$ cat config.mk
export PLATFORM = sky130hd
export DESIGN_NAME = cqs_status_group
export DESIGN_NICKNAME = d
export VERILOG_FILES = /design/src/logic/cqs_pkg.sv /design/src/logic/cqs_cond_sync.sv /design/src/logic/cqs_status_group.sv
export VERILOG_INCLUDE_DIRS = /design/src /design/src/logic
export SDC_FILE = /design/constraint.sdc
export NUM_CORES = 1
export LEC_CHECK = 0
export BUFFER_PORTS_ARGS = -buffer_cell sky130_fd_sc_hd__buf_2
export CORE_AREA = 2 2 85 87
export CTS_CLUSTER_DIAMETER = 150
export DETAILED_ROUTE_END_ITERATION = 8
export DIE_AREA = 0 0 87 89
export PLACE_DENSITY = 0.77
export SLEW_MARGIN = 30
export SYNTH_ARGS = -nofsm -noshare
export SYNTH_HDL_FRONTEND = slang
export SYNTH_HIERARCHICAL = 1
export SYNTH_SLANG_ARGS = --single-unit
$ cat constraint.sdc
create_clock -name clk_i -period 2.7 [get_ports clk_i]
set_input_delay 0.135 -clock clk_i [delete_from_list [all_inputs] [get_ports clk_i]]
set_output_delay 0.135 -clock clk_i [all_outputs]
set_load 0.05 [all_outputs]
$ cat src/logic/cqs_defs.svh
`ifndef CQS_DEFS_SVH
`define CQS_DEFS_SVH

// width of every register in the group
`define CQS_REG_W 16
// condition bit positions for the two fallback-table flags
`define CQS_CH1_BIT 2
`define CQS_CH2_BIT 3
// summary position in the parent questionable condition word
`define CQS_QUEST_CAL_BIT 8
// reset value of masks and event latch
`define CQS_RST_VAL 16'h0000
// pin synchroniser depth
`define CQS_SYNC_STAGES 3

`endif

$ cat src/logic/cqs_pkg.sv
package cqs_pkg;

    // register select codes of the command port
    typedef enum logic [2:0] {
        CQS_SEL_ENABLE = 3'h0,
        CQS_SEL_EVENT  = 3'h1,
        CQS_SEL_FALL   = 3'h2,
        CQS_SEL_RISE   = 3'h3,
        CQS_SEL_COND   = 3'h4
    } cqs_sel_t;

endpackage

$ cat src/logic/cqs_cond_sync.sv
`timescale 1ns/1ns
`include "cqs_defs.svh"

module cqs_cond_sync #(
    parameter int W = 2
) (
    // clock and reset
    input wire logic clk_i,
    input wire logic rst_i,
    // asynchronous levels in, filtered levels out
    input wire logic [W-1:0] raw_i,
    output logic [W-1:0] stable_o
);

    logic [W-1:0] s1_r;
    logic [W-1:0] s2_r;
    logic [W-1:0] s3_r;
    logic [W-1:0] stable_r;
    logic [W-1:0] stable_nxt;

    if (W < 1) begin : g_chk
        $error("cqs_cond_sync needs at least one bit");
    end

    // accept a change only once stages two and three agree,
    // so a level caught mid-flight never reaches the edge logic
    always_comb begin
        for (int i = 0; i < W; i++) begin
            stable_nxt[i] = (s2_r[i] == s3_r[i]) ? s3_r[i] : stable_r[i];
        end
    end

    // s1 feeds s2 only; nothing else looks at it
    always_ff @(posedge clk_i) begin
        if (rst_i) begin
            s1_r <= '0;
            s2_r <= '0;
            s3_r <= '0;
            stable_r <= '0;
        end else begin
            s1_r <= raw_i;
            s2_r <= s1_r;
            s3_r <= s2_r;
            stable_r <= stable_nxt;
        end
    end

    assign stable_o = stable_r;

endmodule

$ cat src/logic/cqs_status_group.sv
`timescale 1ns/1ns
`include "cqs_defs.svh"

module cqs_status_group #(
    parameter int W = `CQS_REG_W
) (
    // clock and reset
    input wire logic clk_i,
    input wire logic rst_i,
    // operating-state flags from the instrument
    input wire logic chan_one_fallback_table_i,
    input wire logic chan_two_fallback_table_i,
    // remote command port
    input wire logic cmd_valid_i,
    input wire logic cmd_write_i,
    input wire cqs_pkg::cqs_sel_t cmd_sel_i,
    input wire logic [W-1:0] cmd_wdata_i,
    // command answer
    output logic rsp_valid_o,
    output logic rsp_error_o,
    output logic [W-1:0] rsp_data_o,
    // summary toward the parent group
    output logic cal_summary_o,
    output logic [W-1:0] quest_cond_o
);
    import cqs_pkg::*;

    if (W <= `CQS_QUEST_CAL_BIT) begin : g_chk
        $error("register width too small for the parent bit");
    end

    logic [1:0] flags_w;
    logic [W-1:0] cond_w;
    logic [W-1:0] prev_r;
    logic [W-1:0] en_r;
    logic [W-1:0] en_nxt;
    logic [W-1:0] fall_r;
    logic [W-1:0] fall_nxt;
    logic [W-1:0] rise_r;
    logic [W-1:0] rise_nxt;
    logic [W-1:0] ev_r;
    logic [W-1:0] ev_nxt;
    logic [W-1:0] edge_w;
    logic sum_r;
    logic sum_nxt;
    logic [W-1:0] pcond_r;
    logic [W-1:0] pcond_nxt;
    logic rsp_valid_r;
    logic rsp_valid_nxt;
    logic rsp_err_r;
    logic rsp_err_nxt;
    logic [W-1:0] rsp_data_r;
    logic [W-1:0] rsp_data_nxt;
    logic wr_w;
    logic rd_w;
    logic ev_clr_w;

    // flags come from another part of the instrument: synchronise
    cqs_cond_sync #(
        .W(2)
    ) u_sync (
        .clk_i(clk_i),
        .rst_i(rst_i),
        .raw_i({chan_two_fallback_table_i, chan_one_fallback_table_i}),
        .stable_o(flags_w)
    );

    // live condition word, unused bits tied low
    always_comb begin
        cond_w = '0;
        cond_w[`CQS_CH1_BIT] = flags_w[0];
        cond_w[`CQS_CH2_BIT] = flags_w[1];
    end

    // transition filters: prev_r is the condition one cycle back
    always_comb begin
        edge_w = (rise_r & cond_w & ~prev_r)
               | (fall_r & ~cond_w & prev_r);
    end

    assign wr_w = cmd_valid_i & cmd_write_i;
    assign rd_w = cmd_valid_i & ~cmd_write_i;
    assign ev_clr_w = rd_w & (cmd_sel_i == CQS_SEL_EVENT);

    // mask registers and event latch
    always_comb begin
        en_nxt = en_r;
        fall_nxt = fall_r;
        rise_nxt = rise_r;
        if (wr_w && cmd_sel_i == CQS_SEL_ENABLE) begin
            en_nxt = cmd_wdata_i;
        end else if (wr_w && cmd_sel_i == CQS_SEL_FALL) begin
            fall_nxt = cmd_wdata_i;
        end else if (wr_w && cmd_sel_i == CQS_SEL_RISE) begin
            rise_nxt = cmd_wdata_i;
        end
        // new edges are ORed after the clear so they survive it
        ev_nxt = (ev_clr_w ? '0 : ev_r) | edge_w;
        // summary from next values keeps it in step with the latch
        sum_nxt = |(ev_nxt & en_nxt);
        pcond_nxt = '0;
        pcond_nxt[`CQS_QUEST_CAL_BIT] = sum_nxt;
    end

    // command answer, one cycle after the request
    always_comb begin
        rsp_valid_nxt = cmd_valid_i;
        rsp_err_nxt = 1'b0;
        rsp_data_nxt = '0;
        if (wr_w) begin
            // event and condition are read only; unknown codes refused
            rsp_err_nxt = !(cmd_sel_i == CQS_SEL_ENABLE
                         || cmd_sel_i == CQS_SEL_FALL
                         || cmd_sel_i == CQS_SEL_RISE);
        end else if (rd_w) begin
            if (cmd_sel_i == CQS_SEL_ENABLE) begin
                rsp_data_nxt = en_r;
            end else if (cmd_sel_i == CQS_SEL_EVENT) begin
                rsp_data_nxt = ev_r;
            end else if (cmd_sel_i == CQS_SEL_FALL) begin
                rsp_data_nxt = fall_r;
            end else if (cmd_sel_i == CQS_SEL_RISE) begin
                rsp_data_nxt = rise_r;
            end else if (cmd_sel_i == CQS_SEL_COND) begin
                rsp_data_nxt = cond_w;
            end else begin
                rsp_err_nxt = 1'b1;
            end
        end
    end

    // registers of the group
    always_ff @(posedge clk_i) begin
        if (rst_i) begin
            prev_r <= '0;
            en_r <= `CQS_RST_VAL;
            fall_r <= `CQS_RST_VAL;
            rise_r <= `CQS_RST_VAL;
            ev_r <= `CQS_RST_VAL;
            sum_r <= 1'b0;
            pcond_r <= '0;
            rsp_valid_r <= 1'b0;
            rsp_err_r <= 1'b0;
            rsp_data_r <= '0;
        end else begin
            prev_r <= cond_w;
            en_r <= en_nxt;
            fall_r <= fall_nxt;
            rise_r <= rise_nxt;
            ev_r <= ev_nxt;
            sum_r <= sum_nxt;
            pcond_r <= pcond_nxt;
            rsp_valid_r <= rsp_valid_nxt;
            rsp_err_r <= rsp_err_nxt;
            rsp_data_r <= rsp_data_nxt;
        end
    end

    assign rsp_valid_o = rsp_valid_r;
    assign rsp_error_o = rsp_err_r;
    assign rsp_data_o = rsp_data_r;
    assign cal_summary_o = sum_r;
    assign quest_cond_o = pcond_r;
endmodule

==> Word-level counts from Yosys, hierarchy flattened <==
Index checks and enable logic that the tools add are counted.
{ "totals": {"reg_bits": 122, "latch_bits": 0, "ram_bits": 0, "rom_bits": 0, "input_bits": 25, "out_inout_bits": 35, "word_cells": 63, "n_memories": 0} }
{ "op_classes": {"addsub": 0, "multipliers": 0, "div_mod_pow": 0, "magnitude_cmp": 0, "n_eq_ne": 6, "shift": 0, "muxes": 14, "n_bitwise": 16, "n_reduce_logical": 11} }
{ "ops": {"columns": ["cell", "n"], "rows": [
  ["2-to-1 mux 16 bit", 6],
  ["bitwise AND 16 bit", 4],
  ["OR 16 bit", 2],
  ["bitwise AND 16 x 4 -> 16 bit", 1],
  ["NOT 16 bit", 1],
  ["NOT 4 -> 16 bit", 1],
  ["OR reduction 16 bit", 1],
  ["2-to-1 mux 1 bit", 7],
  ["equality test 3 x 2 -> 1 bit (second input constant)", 2],
  ["2-to-1 mux 4 bit", 1],
  ["NOT 1 bit", 4],
  ["bitwise AND 1 bit", 3],
  ["equality test 3 x 1 -> 1 bit (second input constant)", 1],
  ["equality test 3 bit (second input constant)", 1],
  ["logical AND 1 bit", 3],
  ["logical NOT 3 bit", 1],
  ["AND reduction 3 bit", 1],
  ["OR reduction 3 bit", 1],
  ["equality test 1 bit", 2],
  ["logical OR 1 bit", 2],
  ["AND reduction 2 bit", 1],
  ["logical NOT 1 bit", 1]
]} }

==> Longest topological paths before layout <==
{ "depth": {"depth_word": 8, "mapped_depth": 8, "depth_no_buf": 6} }

==> Hierarchy <==
The synthesis kept the hierarchy.
{ "by_module_without_submodules": {"columns": ["module", "n_inst", "cells_per_inst", "area_per_inst_um2", "seq_area_each_um2"], "rows": [
  ["cqs_status_group", 1, 391, 3432.0, 1701.6],
  ["cqs_cond_sync", 1, 20, 227.7, 160.2]
]} }

==> Least setup slack after synthesis <==
OpenSTA, ideal clock, no wires.
{ "synth_path": {"kind": "in2reg", "start": "in cmd_sel_i[0]", "end": "reg pcond_r[8] (netlist: quest_cond_o[8])", "arrival_ps": 1333, "t_required_ps": 2568, "setup_slack_ps": 1235, "cell_stages": 8, "n_path_buf": 2, "cell_sequence": "buf_4 -> nor3b_2 -> nand3b_1 -> buf_2 -> nand2_1 -> o22ai_1 -> nor4_1 -> a21oi_1"} }
{ "synth_between": {"elab_chain_cells": 6, "elab_cells_between_ends": 9} }
{ "synth_rtl": {"columns": ["item", "line_no", "source"], "rows": [
  ["start: declaration", "cqs_status_group.sv:16", "input wire cqs_pkg::cqs_sel_t cmd_sel_i,"],
  ["equality test 3 x 1 -> 1 bit", "cqs_status_group.sv:83", "assign ev_clr_w = rd_w & (cmd_sel_i == CQS_SEL_EVENT);"],
  ["bitwise AND 1 bit", "cqs_status_group.sv:83", null],
  ["2-to-1 mux 16 bit", "cqs_status_group.sv:98", "ev_nxt = (ev_clr_w ? '0 : ev_r) | edge_w;"],
  ["OR 16 bit", "cqs_status_group.sv:98", null],
  ["bitwise AND 16 bit *", "cqs_status_group.sv:100", "sum_nxt = |(ev_nxt & en_nxt);"],
  ["OR reduction 16 bit *", "cqs_status_group.sv:100", null],
  ["end signal: assignment", "cqs_status_group.sv:152", "pcond_r <= pcond_nxt;"],
  ["end: declaration", "cqs_status_group.sv:46", "logic [W-1:0] pcond_r;"]
]} }
Every way passes the cells marked *; elsewhere a longest branch is shown, timed or not.
A chain may end at the register's enable or synchronous reset.

==> Final worst setup path <==
Same ends and word-level chain as after synthesis.

==> results.ini <==
[run_status]
status=completed

[setup_path]
arrival_ns=1.85
start_kind=input port
required_ns=2.92
crit_path_end_kind=register
critPathMaxFanout=26
crit_type=in2reg

[clock_tree]
cts_made_buffers=9
cts_tree=done
clkTransAtPathRegs_ns=0.09
clk_latency_ns=0.36
cts_buffer_depth=2
root_buffer=clkbuf_8
h-tree-depth=3
cts_sinks=93

[sta]
finalCritPeriodShare_pct=60.36
max_freq_mhz=613.7
worstMarginPinSlew_ns=0.6960
clock-skew-final_ns=0.007001
relSlewSlack_pct=53.47
fin_crit_ns=1.630
fin_setup_tns_ns=0
drv_slew=0
setup_violations=0
rsz0062_at_grt=no
hold_viol=0

[yosys]
synth.top_cells.by_count=nand2_1, dfxtp_1, a21oi_1
netlist.area_leader.share_pct=50.87
synthesis.area_sq_mm=0.003660
synth_seq_cells=93
synth.distinct_cells=30
async_reset_ff_share_pct=0
synth_area_leaders=dfxtp_1, nand2_1, a21oi_1, mux2i_1, buf_4
synth_warnings=6
synth.most_common_cell=nand2_1
yosys.area.top_type=dfxtp_1
synth_area_per_cell_sq_um=8.905
synthFlopType=dfxtp_1
synthCells=411
synth-edff-count=0
ys_seq_area_share_pct=50.87

[global_routing]
antenna_found_initial=0
first_global_vias=2669
grt_overflow=0
grt_pass1_wl_mm=13.61
grt_max_degree=62
grt_use_total_pct=23.14

[route]
drtPass1Iterations=5
drtIter0Drc=262
vias=2867
route.detailed.drc=0
vias_per_cell=5.399
postRouteAntennaNets=0
wirelength_mm=8.259
post_drt_wl_per_cell_um=15.55

[placed_design]
gp_congestion=0.8799
io_buffers=44
dp_cells=513
dp_hpwl_mm=5.652

[flow_run]
cap_violations=0

[die]
die_area_sq_mm=0.007743
fp.dieW_um=87
fp.coreArea_sq_mm=0.006719
io_pins=60
rows=30
initial_utilization_pct=54.47
die_h_um=89

[pwr]
power.density_mw_per_mm2=671.3
leakage_nw=1.669
ir_drop_mv=0.2317

[layout]
n_antenna_cell=0
fin_nets=471
area_delta_synth_final_pct=12.82
final_cells=531
final_util_pct=61.45
layout-drive-gt1-share_pct=18.40

[min_path]
hold_class=in2reg

[power by group]
part           switching (mW)  internal [mW]  total (mW)  leakage, nW
Clock                   0.485          0.714        1.20        0.134
Sequential            0.00650           1.39        1.39        0.751
Combinational           0.136         0.0456       0.181        0.784
[state kept, by name (all words and copies together) (netlist names)]
signal,cells
u_sync/s2_r,2
prev_r,2
fall_r,16
rsp_valid_o,1
quest_cond_o,1
rsp_error_o,1
ev_r,16
en_r,16
rise_r,16
u_sync/s3_r,2
u_sync/s1_r,2
rsp_data_o,16
u_sync/stable_o,2
[critical path, cell delays in order]
cell	delay, ns
buf_2	0.44
nor2_1	0.14
nand2_4	0.27
mux2i_1	0.28
o22ai_1	0.13
nor4_1	0.33
a21oi_1	0.11
[per-layer routing]
metal	routed length [um]	up-vias	global-route usage (%)	part of all wire, %
li1	-	1415	-	-
met1	3724	1345	32.54	45
met2	3836	100	35.53	46
met3	600	7	3.878	7.3
met4	97	0	9.517	1.2
met5	0	-	0	0
[layout make-up]
cell class	count	area [sq um]
clock inverters	7	146.4
well taps	80	100.1
flip-flops and latches	93	1862
fillers	572	2590
multi-input cells	291	1619
clock buffers	9	123.9
repair buffers	51	277.8
[what timing repair did]
item | 4_1_cts | 5_1_grt
buffers inserted | 0 | 0
hold buffers | 2 | 0
resized for setup | 0 | 0
endpoints found under the hold margin | 2 | 0
[path summary, 6_finish.rpt]
path                 startpoint              end  slack, ns  cells past startpoint
max                cmd_sel_i[0]  quest_cond_o[8]       1.07                      7
min              cmd_wdata_i[9]        rise_r[9]       0.03                      3
max reg2reg  u_sync/stable_o[1]  quest_cond_o[8]       1.22                      6
min reg2reg      u_sync/s1_r[0]   u_sync/s2_r[0]       0.45                      1
[stage by stage]
stage / area (sq um) / setup WS, ns / hold WS, ns / power (mW)
CTS: 4129 / 1.113 / 0.02850 / 2.777
finish: 4129 / 1.070 / 0.03447 / 2.772
global placement: 3839 / 0.7673 / 0.3441 / 1.597
floorplan: 3712 / 1.235 / 0.2008 / 1.566
detailed placement: 3839 / 0.7092 / 0.3576 / 1.600
global route: 4129 / 0.9187 / 0.03113 / 2.856
[logic make-up after synthesis]
kind of cell           count (synthesis)  share of synthesized area [%]
other                                  1                         0.1025
AO/OA/AOI/OAI                         84                          12.79
flip-flops                            93                          50.87
multiplexers                          30                          9.607
AND/OR/NAND/NOR                      162                          20.31
buffers and inverters                 41                          6.324
[cells in the final DEF (no fill, tap or decap), drive strengths merged, types with 2 or more instances in the layout]
| cell type | netlist | layout |
|---|---|---|
| nand2 | 98 | 98 |
| dfxtp | 93 | 93 |
| a21oi | 52 | 52 |
| buf | 23 | 49 |
| nor2 | 20 | 20 |
| mux2i | 16 | 16 |
| and2 | 15 | 15 |
| conb | 1 | 15 |
| nor2b | 15 | 15 |
| a22oi | 13 | 13 |
| mux2 | 11 | 11 |
| o22ai | 10 | 10 |
| clkbuf | 18 | 9 |
| o21ai | 8 | 8 |
| bufinv | 0 | 4 |
| nor3b | 4 | 4 |
| nand3b | 3 | 3 |
| mux4 | 3 | 3 |
| nor4 | 2 | 2 |
| clkinv | 0 | 2 |
| dlygate4sd3 | 0 | 2 |
No activity file was read; power rests on OpenSTA's default activity.
